==> config.mk <==
export PLATFORM = sky130hd
export DESIGN_NAME = cas_sequencer
export DESIGN_NICKNAME = d
export VERILOG_FILES = /design/src/rtl/cas_pkg.sv /design/src/rtl/cas_sequencer.sv
export SDC_FILE = /design/constraint.sdc
export NUM_CORES = 1
export LEC_CHECK = 0
export BUFFER_PORTS_ARGS = -buffer_cell sky130_fd_sc_hd__buf_2
export CORE_ASPECT_RATIO = 2
export CORE_MARGIN = 3
export CORE_UTILIZATION = 40
export DETAILED_ROUTE_END_ITERATION = 7
export GPL_TIMING_DRIVEN = 0
export SLEW_MARGIN = 25
export SYNTH_ARGS = -nofsm -noshare
export SYNTH_HDL_FRONTEND = slang
export SYNTH_SLANG_ARGS = --single-unit
==> constraint.sdc <==
create_clock -name clk -period 7.15 [get_ports clk]
set_input_delay 1.43 -clock clk [delete_from_list [all_inputs] [get_ports clk]]
set_output_delay 1.43 -clock clk [all_outputs]
set_load 0.005 [all_outputs]
==> src/rtl/cas_pkg.sv <==
package cas_pkg;

  // Clock rate and stabilisation delay
  localparam int unsigned CLK_FREQ_HZ   = 40_000_000;
  localparam int unsigned STAB_TIME_MS  = 10;
  localparam int unsigned STAB_CYCLES   = CLK_FREQ_HZ / 1000 * STAB_TIME_MS;
  localparam int unsigned RELEASE_EDGES = 42000;

  // Counter widths
  localparam int unsigned TIMER_W = 16;
  localparam int unsigned STAB_W  = 20;
  localparam int unsigned EDGE_W  = 16;

  // Default length of each activation and deactivation interval
  localparam logic [TIMER_W-1:0] INTERVAL_DEFAULT = 16'h0050;

  // Positions of the synchronised pin inputs
  localparam int unsigned IN_W         = 11;
  localparam int unsigned IN_SESSION_N = 0;
  localparam int unsigned IN_VOLT_SEL  = 1;
  localparam int unsigned IN_PDOWN     = 2;
  localparam int unsigned IN_RST_REQ   = 3;
  localparam int unsigned IN_PRESENT   = 4;
  localparam int unsigned IN_DIV_LOW   = 5;
  localparam int unsigned IN_DIV_HIGH  = 6;
  localparam int unsigned IN_OCP       = 7;
  localparam int unsigned IN_OTP       = 8;
  localparam int unsigned IN_VDD_FAULT = 9;
  localparam int unsigned IN_VCC_FAULT = 10;
  localparam logic [IN_W-1:0] SYNC_RESET = 11'h001;

  // Divider select codes and half periods in input clock cycles
  localparam logic [1:0] DIV_BY_8 = 2'h0;
  localparam logic [1:0] DIV_BY_1 = 2'h1;
  localparam logic [1:0] DIV_BY_4 = 2'h2;
  localparam logic [1:0] DIV_BY_2 = 2'h3;
  localparam logic [2:0] HALF_DIV8 = 3'h4;
  localparam logic [2:0] HALF_DIV4 = 3'h2;
  localparam logic [2:0] HALF_DIV2 = 3'h1;

  // Sequencer states, one-hot
  typedef enum logic [9:0] {
    ST_IDLE   = 10'h001,
    ST_SUPPLY = 10'h002,
    ST_IO     = 10'h004,
    ST_CLOCK  = 10'h008,
    ST_RESET  = 10'h010,
    ST_ACTIVE = 10'h020,
    ST_DE_RST = 10'h040,
    ST_DE_CLK = 10'h080,
    ST_DE_IO  = 10'h100,
    ST_DE_VCC = 10'h200
  } cas_seq_type;

  // Complete state of the sequencer
  typedef struct packed {
    logic [IN_W-1:0]    sync1;
    logic [IN_W-1:0]    sync2;
    logic               prev_session_n;
    cas_seq_type        seq;
    logic [TIMER_W-1:0] timer;
    logic [STAB_W-1:0]  stab;
    logic               rst_high_start;
    logic               fault;
    logic               supply_enable;
    logic               select_5v;
    logic               io_reception;
    logic               clock_run;
    logic               clock_phase;
    logic               clock_bypass;
    logic [2:0]         div_cnt;
    logic [EDGE_W-1:0]  edge_cnt;
    logic               card_reset;
    logic               interrupt_n;
    logic               low_power;
  } cas_state_type;

  localparam cas_state_type RESET_STATE = '{
    sync1:          SYNC_RESET,
    sync2:          SYNC_RESET,
    prev_session_n: 1'b1,
    seq:            ST_IDLE,
    timer:          16'h0000,
    stab:           20'h00000,
    rst_high_start: 1'b0,
    fault:          1'b0,
    supply_enable:  1'b0,
    select_5v:      1'b0,
    io_reception:   1'b0,
    clock_run:      1'b0,
    clock_phase:    1'b0,
    clock_bypass:   1'b0,
    div_cnt:        3'h0,
    edge_cnt:       16'h0000,
    card_reset:     1'b0,
    interrupt_n:    1'b0,
    low_power:      1'b0
  };

endpackage

==> src/rtl/cas_sequencer.sv <==
`timescale 1ns/10ps

module cas_sequencer #(
  parameter logic [cas_pkg::TIMER_W-1:0] T1_CYCLES = cas_pkg::INTERVAL_DEFAULT,
  parameter logic [cas_pkg::TIMER_W-1:0] T2_CYCLES = cas_pkg::INTERVAL_DEFAULT,
  parameter logic [cas_pkg::TIMER_W-1:0] T3_CYCLES = cas_pkg::INTERVAL_DEFAULT,
  parameter logic [cas_pkg::TIMER_W-1:0] T4_CYCLES = cas_pkg::INTERVAL_DEFAULT,
  parameter logic [cas_pkg::STAB_W-1:0]  STAB_CYCLES =
    cas_pkg::STAB_W'(cas_pkg::STAB_CYCLES),
  parameter logic [cas_pkg::EDGE_W-1:0]  RELEASE_EDGES =
    cas_pkg::EDGE_W'(cas_pkg::RELEASE_EDGES)
) (
  // Clock and supply supervisor reset
  input  wire logic clk,
  input  wire logic resetn,
  // Host control pins
  input  wire logic session_request_n,
  input  wire logic card_voltage_select,
  input  wire logic power_down_request,
  input  wire logic card_reset_request,
  input  wire logic clock_divider_sel_low,
  input  wire logic clock_divider_sel_high,
  // Card presence and protection detectors
  input  wire logic card_present_input,
  input  wire logic over_current,
  input  wire logic over_temperature,
  input  wire logic digital_supply_fault,
  input  wire logic card_supply_fault,
  // Host interrupt
  output logic      interrupt_n,
  // Converter and analog control
  output logic      supply_enable,
  output logic      supply_select_5v,
  output logic      low_power_state,
  // Card contacts control
  output logic      io_reception,
  output logic      card_clock,
  output logic      card_clock_bypass,
  output logic      card_reset
);

  cas_pkg::cas_state_type r;
  cas_pkg::cas_state_type next_r;

  // Synchronised pin levels
  logic                       s_session_n;
  logic                       s_pdown;
  logic                       s_rst_req;
  logic                       s_present;
  logic                       s_vdd_fault;
  logic                       s_vcc_fault;
  logic [1:0]                 s_div;
  logic                       session_fall;
  logic                       blocked;
  logic                       in_session;
  logic                       supply_checked;
  logic                       fault_now;
  logic                       interval_done;
  logic [cas_pkg::TIMER_W-1:0] interval;
  logic [2:0]                 half;

  assign s_session_n = r.sync2[cas_pkg::IN_SESSION_N];
  assign s_pdown     = r.sync2[cas_pkg::IN_PDOWN];
  assign s_rst_req   = r.sync2[cas_pkg::IN_RST_REQ];
  assign s_present   = r.sync2[cas_pkg::IN_PRESENT];
  assign s_vdd_fault = r.sync2[cas_pkg::IN_VDD_FAULT];
  assign s_vcc_fault = r.sync2[cas_pkg::IN_VCC_FAULT];
  assign s_div       = {r.sync2[cas_pkg::IN_DIV_HIGH],
                        r.sync2[cas_pkg::IN_DIV_LOW]};

  // Session edge and blocking window
  assign session_fall = r.prev_session_n & ~s_session_n;
  assign blocked      = s_pdown | s_vdd_fault | (r.stab != '0);

  // Session membership and fault collection
  assign in_session = (r.seq == cas_pkg::ST_SUPPLY) |
                      (r.seq == cas_pkg::ST_IO) |
                      (r.seq == cas_pkg::ST_CLOCK) |
                      (r.seq == cas_pkg::ST_RESET) |
                      (r.seq == cas_pkg::ST_ACTIVE);
  assign supply_checked = in_session & (r.seq != cas_pkg::ST_SUPPLY);
  assign fault_now = in_session &
                     (r.sync2[cas_pkg::IN_OCP] |
                      r.sync2[cas_pkg::IN_OTP] |
                      s_vdd_fault |
                      (s_vcc_fault & supply_checked) |
                      ~s_present);

  // Interval length for the current step
  always_comb begin
    case (r.seq)
      cas_pkg::ST_SUPPLY,
      cas_pkg::ST_DE_RST: interval = T1_CYCLES;
      cas_pkg::ST_IO,
      cas_pkg::ST_DE_CLK: interval = T2_CYCLES;
      cas_pkg::ST_CLOCK,
      cas_pkg::ST_DE_IO:  interval = T3_CYCLES;
      default:            interval = T4_CYCLES;
    endcase
  end

  assign interval_done = (r.timer >= interval - 16'h0001);

  // Divider half period per select code
  always_comb begin
    case (s_div)
      cas_pkg::DIV_BY_8: half = cas_pkg::HALF_DIV8;
      cas_pkg::DIV_BY_4: half = cas_pkg::HALF_DIV4;
      cas_pkg::DIV_BY_2: half = cas_pkg::HALF_DIV2;
      default:           half = cas_pkg::HALF_DIV2;
    endcase
  end

  // Next state of the whole block
  always_comb begin
    next_r = r;
    next_r.sync1 = {card_supply_fault, digital_supply_fault,
                    over_temperature, over_current,
                    clock_divider_sel_high, clock_divider_sel_low,
                    card_present_input, card_reset_request,
                    power_down_request, card_voltage_select,
                    session_request_n};
    next_r.sync2 = r.sync1;
    next_r.prev_session_n = s_session_n;
    next_r.select_5v = r.sync2[cas_pkg::IN_VOLT_SEL];
    next_r.low_power = s_pdown;

    // Blocking delay reloads while power-down or digital supply fault holds
    if (s_pdown | s_vdd_fault) begin
      next_r.stab = STAB_CYCLES;
    end else if (r.stab != '0) begin
      next_r.stab = r.stab - 20'h00001;
    end

    // Interval timer saturates
    if (r.timer != '1) begin
      next_r.timer = r.timer + 16'h0001;
    end

    case (r.seq)
      cas_pkg::ST_IDLE: begin
        if (session_fall & ~blocked & r.interrupt_n) begin
          next_r.seq = cas_pkg::ST_SUPPLY;
          next_r.timer = '0;
          next_r.supply_enable = 1'b1;
          next_r.rst_high_start = s_rst_req;
          next_r.fault = 1'b0;
        end
      end
      cas_pkg::ST_SUPPLY: begin
        if (interval_done) begin
          next_r.timer = '0;
          if (s_vcc_fault) begin
            next_r.fault = 1'b1;
            next_r.supply_enable = 1'b0;
            next_r.seq = cas_pkg::ST_IDLE;
          end else begin
            next_r.seq = cas_pkg::ST_IO;
          end
        end
      end
      cas_pkg::ST_IO: begin
        if (interval_done & ~(r.rst_high_start & s_rst_req)) begin
          next_r.io_reception = 1'b1;
          next_r.seq = cas_pkg::ST_CLOCK;
          next_r.timer = '0;
        end
      end
      cas_pkg::ST_CLOCK: begin
        if (interval_done) begin
          next_r.clock_run = 1'b1;
          next_r.edge_cnt = '0;
          next_r.seq = cas_pkg::ST_RESET;
          next_r.timer = '0;
        end
      end
      cas_pkg::ST_RESET: begin
        if (interval_done) begin
          next_r.seq = cas_pkg::ST_ACTIVE;
          next_r.timer = '0;
        end
      end
      cas_pkg::ST_ACTIVE: begin
        next_r.card_reset = s_rst_req &
                            (r.edge_cnt >= RELEASE_EDGES);
      end
      cas_pkg::ST_DE_RST: begin
        if (interval_done) begin
          next_r.card_reset = 1'b0;
          next_r.seq = cas_pkg::ST_DE_CLK;
          next_r.timer = '0;
        end
      end
      cas_pkg::ST_DE_CLK: begin
        if (interval_done) begin
          next_r.clock_run = 1'b0;
          next_r.seq = cas_pkg::ST_DE_IO;
          next_r.timer = '0;
        end
      end
      cas_pkg::ST_DE_IO: begin
        if (interval_done) begin
          next_r.io_reception = 1'b0;
          next_r.seq = cas_pkg::ST_DE_VCC;
          next_r.timer = '0;
        end
      end
      cas_pkg::ST_DE_VCC: begin
        if (interval_done) begin
          next_r.supply_enable = 1'b0;
          next_r.seq = cas_pkg::ST_IDLE;
          next_r.timer = '0;
        end
      end
      default: begin
        next_r.seq = cas_pkg::ST_IDLE;
        next_r.supply_enable = 1'b0;
        next_r.io_reception = 1'b0;
        next_r.clock_run = 1'b0;
        next_r.card_reset = 1'b0;
      end
    endcase

    // Host release or any fault other than a card supply fault in ST_SUPPLY overrides the activation steps
    if (in_session & (s_session_n | fault_now)) begin
      next_r.seq = cas_pkg::ST_DE_RST;
      next_r.timer = '0;
      next_r.card_reset = r.card_reset;
      if (fault_now) begin
        next_r.fault = 1'b1;
      end
    end

    // Fault flag clears only once the host has left the session
    if ((r.seq == cas_pkg::ST_IDLE) & s_session_n) begin
      next_r.fault = 1'b0;
    end

    // Card clock divider; held low from the edge that stops it
    if (!r.clock_run || !next_r.clock_run) begin
      next_r.clock_phase = 1'b0;
      next_r.div_cnt = '0;
    end else if (s_div == cas_pkg::DIV_BY_1) begin
      next_r.clock_phase = 1'b0;
      next_r.div_cnt = '0;
      if (r.edge_cnt != '1) begin
        next_r.edge_cnt = r.edge_cnt + 16'h0001;
      end
    end else if (r.div_cnt >= half - 3'h1) begin
      next_r.div_cnt = '0;
      next_r.clock_phase = ~r.clock_phase;
      if (!r.clock_phase && r.edge_cnt != '1) begin
        next_r.edge_cnt = r.edge_cnt + 16'h0001;
      end
    end else begin
      next_r.div_cnt = r.div_cnt + 3'h1;
    end
    next_r.clock_bypass = next_r.clock_run &
                          (s_div == cas_pkg::DIV_BY_1);

    // Interrupt: presence outside a session, faults inside
    next_r.interrupt_n = s_present & ~next_r.fault &
                         (s_pdown |
                          (~s_vdd_fault & (r.stab == '0)));
  end

  // State register, initialised by the supply supervisor reset
  always_ff @(posedge clk or negedge resetn) begin
    if (!resetn) begin
      r <= cas_pkg::RESET_STATE;
      r.stab <= STAB_CYCLES;
    end else begin
      r <= next_r;
    end
  end

  // Outputs straight from the state register
  assign interrupt_n       = r.interrupt_n;
  assign supply_enable     = r.supply_enable;
  assign supply_select_5v  = r.select_5v;
  assign low_power_state   = r.low_power;
  assign io_reception      = r.io_reception;
  assign card_clock        = r.clock_phase;
  assign card_clock_bypass = r.clock_bypass;
  assign card_reset        = r.card_reset;

endmodule

==> Yosys cells after proc, flatten, opt, wreduce, memory -nomap -nowiden <==
Cells that the tools add are included.
{ "classes": {"bitwise_logic": 38, "n_mux": 44, "n_lt_le_gt_ge": 3, "n_reduce_logical": 19, "n_eq_ne": 32, "addsub": 5} }
{ "ops": {"columns": ["operator", "count"], "rows": [
  ["2-to-1 mux 26 bit", 10],
  ["case mux 16 bit (9 select lines)", 1],
  ["2-to-1 mux 16 bit", 7],
  ["case mux 10 bit (10 select lines)", 1],
  ["2-to-1 mux 20 bit", 2],
  ["adder 16 x 1 -> 16 bit (second input constant)", 2],
  ["inequality test 16 bit (second input constant)", 2],
  ["OR reduction 8 bit", 3],
  ["logical NOT 20 bit", 1],
  ["nonzero test 20 bit", 1],
  ["subtractor 20 x 1 -> 20 bit (second input constant)", 1],
  ["2-to-1 mux 19 bit", 1],
  [">= comparator 16 bit (second input constant)", 1],
  [">= comparator 16 x 7 -> 1 bit (second input constant)", 1],
  ["bitwise AND 1 bit", 15],
  ["inequality test 3 bit (second input constant)", 5],
  ["inequality test 2 bit (second input constant)", 6],
  ["bitwise OR 1 bit", 12],
  ["NOT 1 bit", 11],
  ["== test 10 x 1 -> 1 bit (second input constant)", 1],
  ["== test 10 bit (second input constant)", 1],
  ["== test 10 x 2 -> 1 bit (second input constant)", 1],
  ["== test 10 x 3 -> 1 bit (second input constant)", 1],
  ["== test 10 x 4 -> 1 bit (second input constant)", 1],
  ["other kinds (32)", 53]
]} }
{ "word_totals": {"reg_bits": 99, "word_cells": 160, "output_inout_bits": 8, "inputBits": 13} }

==> Depth between registers and ports, before layout <==
{ "depth": {"ltp_word": 17, "depth_mapped": 10, "depth_no_buf": 9} }

==> Worst setup path before layout <==
OpenSTA, ideal clock, no wires.
{ "synth_path": {"path_type": "reg2reg", "startpoint": "register r[36] in the netlist's numbering", "endpoint": "register r[67] in the netlist's numbering", "path_slack_ns": 4.461, "path_buffers": 2, "arrival_ns": 2.569, "path_stages_with_launch": 9, "path_cell_list": "dfrtp_1 or4_4 or4_4 buf_6 nor3_4 a31oi_4 or3_1 buf_6 a31o_1"} }
{ "synth_via": {"elab_chain_cells": 7} }
{ "synth_lines": {"columns": ["element", "line", "text"], "rows": [
  ["from (decl)", "cas_sequencer.sv:42", "cas_pkg::cas_state_type r;"],
  ["from (signal assigned)", "cas_sequencer.sv:270", "r <= cas_pkg::RESET_STATE;"],
  ["from (signal assigned)", "cas_sequencer.sv:273", "r <= next_r;"],
  ["nonzero test 20 bit", "cas_sequencer.sv:73", "assign blocked = s_pdown | s_vdd_fault | (r.stab != '0);"],
  ["bitwise OR 1 bit", "cas_sequencer.sv:73", null],
  ["NOT 1 bit", "cas_sequencer.sv:142", "if (session_fall & ~blocked & r.interrupt_n) begin"],
  ["bitwise AND 1 bit (2 in a row)", "cas_sequencer.sv:142", null],
  ["inequality test 3 bit (no line)", null, null],
  ["AND reduction 10 bit (no line)", null, null]
]} }
No other way between the ends.
A chain may end at the register's enable or synchronous reset.

==> metrics.cfg <==
[outcome]
status=completed

[synthesis]
synth_top_family_by_area=simple AND/OR/NAND/NOR gates
synth_most_common_cell=dfrtp_1
ys_warn_count=0
syn-num-nets=533
synthFlopType=dfrtp_1
ys_ff_latch=99
synth_fa_ha_area_share_pct=2.25
synth_edf_count=0
synth_commonest_cells=dfrtp_1 (89), nor2_1 (62), nand2_1 (32)
yosys.area_share.simple_pct=25.2
yosysSeqAreaShare_pct=49.7
synth.area.top_cells=dfrtp_1 (44%), dfstp_2 (5.2%), nor2_1 (4.6%)
synthDistinctLibCells=63
synth-xor-area-share_pct=5.42
syn_area_per_cell_um2=9.81
async_flop_share_pct=100
yosys.area.top_type=dfrtp_1
postSynthCellCount=511
syn_area_um2=5010
synth_compound_area_share_pct=13.3
synth.mux.area_fraction_pct=1.27
yosys.area.top_type_share_pct=44.4

[routing]
wl_per_cell_um=15.8
drc=0
ant_nets=0
wl_um=11000
drt_pre_antenna_iters=4
vias=3933
via_per_inst=5.66
first_iter_violations=167

[placed_design]
hpwlAfterDp_um=8270
port_buffers=20
place.gp.congestion=0.867
dp_cells=679

[clock_network]
hold_buffers=0
clock_path_buffers=2
post_cts_resized=0
clock_latency_ns=0.35
cts_max_level=3
clkTransAtPathRegs_ns=0.08
cts_tree=yes
cts_buffers=9
cts_sinks=99
postCtsSetupBuffers=0
cts_root_buffer=clkbuf_16

[critical_path]
cp_slowest_cell=nor3b_1
critPathMaxStageDelay_ns=0.61
reg2reg_from=r[68]$_DFFE_PN0P_
cp-end-kind=flop
r2r-end=r[7]$_DFF_PN0_
r2r_setup_slack_ns=3.77
critPathLaunchType=flop
crit_fanout=10
path_class=flop to flop
ff2ff_path_depth=8
crit_top_cell=nor2_1
required_ns=7.38
cp.arrival_ns=3.61
crit_chain=clkbuf_1, nor3_1, nand2_1, nor3b_1, o311ai_1, nor2_1, nor2_1, a22o_1

[worst_hold_path]
hold_class=flop to flop
min_to=r[85]$_DFF_PN0_
hold_path_depth=0
min-delay-start=next_r[85]$_DFF_PN0_

[pwr]
pwr-share-comb_pct=25.6
p_clk_share_pct=32.1
power.density_nw_per_um2=264
ir_worst_vdd_mv=0.167
leakage_nw=2.44
p_sw_mw=0.496
power.share.sequential_pct=42.3
switching_share_pct=33.4
intPower_mw=0.989

[finish]
antennaDiodeCount=0
multiInputGateArea_um2=2380
fin_nets=565
fin_cells=695
regArea_um2=2490
regMostFlops=r
largest_register_ffs=77
fillers=1177
area_delta_synth_final_pct=12.3
drive_above_1_share_pct=13.3

[global_route]
grtUsageTotal_pct=17.1
grt_pass1_wl_um=19300
grt_pass1_vias=4147
grt_overflow_total=0
antenna_found_initial=0
grt_max_degree=68

[timing]
timing.setup.tns_ns=0
maxClockFrequency_ghz=0.296
finalMaxSlewViolations=0
post-route-min-period_ns=3.38
post-route-period-util_pct=47.2
worst_pin_slew_ns=0.916
setup_violations=0
hold_viol=0
fin_skew_ns=0.0131
rsz0062_at_grt=no
slew_headroom_pct=38.4

[floorplanning]
die_h_um=164
fp-row-count=57
ios=21
initial_core_util_pct=41.1
die_area_um2=14000
die_w_um=85.2
core_area_um2=12200

[run]
drv_cap=0

## final cells by class
class	instances	share of cell area, %
repair buffers	21	2.38
flip-flops and latches	99	44.2
plain buffers	19	1.64
well taps	147	3.27
multi-input cells	379	42.3
clock inverters	7	1.29
inverters	14	0.934
clock buffers	9	4.00
## power by group through the flow
stage / sequential [mW] / combinational [mW] / clock [mW]
2_1_floorplan: 0.633 / 0.277 / 0
3_3_place_gp: 0.637 / 0.372 / 0
3_5_place_dp: 0.639 / 0.384 / 0
4_1_cts: 0.628 / 0.385 / 0.490
5_1_grt: 0.634 / 0.422 / 0.514
6_report: 0.629 / 0.379 / 0.477
## through the flow
| step | worst slack (ns) | cell area, um^2 | hold slack [ns] | util [%] | total power, mW |
|---|---|---|---|---|---|
| finish | 3.77 | 5630 | 0.348 | 46.2 | 1.49 |
| global route | 3.43 | 5630 | 0.359 | 46.2 | 1.57 |
| CTS | 3.82 | 5630 | 0.353 | 46.2 | 1.50 |
| detailed placement | 3.84 | 5330 | 0.336 | 43.7 | 1.02 |
| global placement | 3.63 | 5300 | 0.332 | 43.4 | 1.01 |
| floorplan | 4.46 | 5010 | 0.331 | - | 0.910 |
## cells in the final DEF, fill, tap and decap left out, drive strengths merged, types with 6 or more instances in the layout
| master | Yosys | final |
|---|---|---|
| clkbuf | 13 | 22 |
| nand3 | 20 | 20 |
| dfrtp | 89 | 89 |
| o31ai | 8 | 8 |
| o21ai | 33 | 33 |
| dfstp | 10 | 10 |
| a21oi | 19 | 19 |
| a21o | 6 | 6 |
| xor2 | 15 | 15 |
| nand3b | 7 | 7 |
| and3 | 12 | 12 |
| xnor2 | 16 | 16 |
| nor4 | 10 | 10 |
| inv | 14 | 16 |
| nand4 | 13 | 13 |
| ha | 9 | 9 |
| nor2b | 9 | 9 |
| nor2 | 62 | 62 |
| nor3 | 22 | 22 |
| nand2b | 8 | 8 |
| buf | 6 | 27 |
| or3 | 12 | 12 |
| nand2 | 32 | 32 |
## critical path, delay by kind of cell (launching register included)
family          cells  cell delay (ns)
compound gates      2             0.59
simple gates        5             2.07
flops               1             0.38
buf+inv             1             0.22
## kinds of logic (layout without fill, tap and decap cells)
| logic type | after synthesis | count (layout) |
|---|---|---|
| and+or+nand+nor | 233 | 233 |
| DFF | 99 | 99 |
| xor gates and xnor gates | 31 | 31 |
| AOI/OAI and AO/OA | 99 | 99 |
| muxes | 6 | 6 |
| buffers and inverters | 33 | 70 |
| other | 1 | 1 |
| adders and majority gates | 9 | 9 |
## worst max-delay path by stage
| stage | startpoint | depth (start not counted) | slack [ns] | end |
|---|---|---|---|---|
| 6_report | r[68]$_DFFE_PN0P_ | 8 | 3.77 | r[7]$_DFF_PN0_ |
| 4_1_cts | r[68]$_DFFE_PN0P_ | 8 | 3.82 | r[7]$_DFF_PN0_ |
| 3_5_place_dp | r[68]$_DFFE_PN0P_ | 8 | 3.84 | r[7]$_DFF_PN0_ |
| 2_1_floorplan | r[36]$_DFFE_PN0P_ | 8 | 4.46 | r[67]$_DFFE_PN0P_ |
| 5_1_grt | r[68]$_DFFE_PN0P_ | 8 | 3.43 | r[8]$_DFF_PN0_ |
| 3_3_place_gp | resetn | 1 | 3.63 | r[59]$_DFF_PN0_ |
## per-layer routing
layer  vias up  GRT usage, %  routed length (um)
li1       1891             -                   -
met1      1962          17.3                3990
met2        60          33.0                6400
met3        20          3.06                 289
met4         0          7.71                 329
met5         -             0                   0
Note: power is estimated with default switching activity, not from simulation.
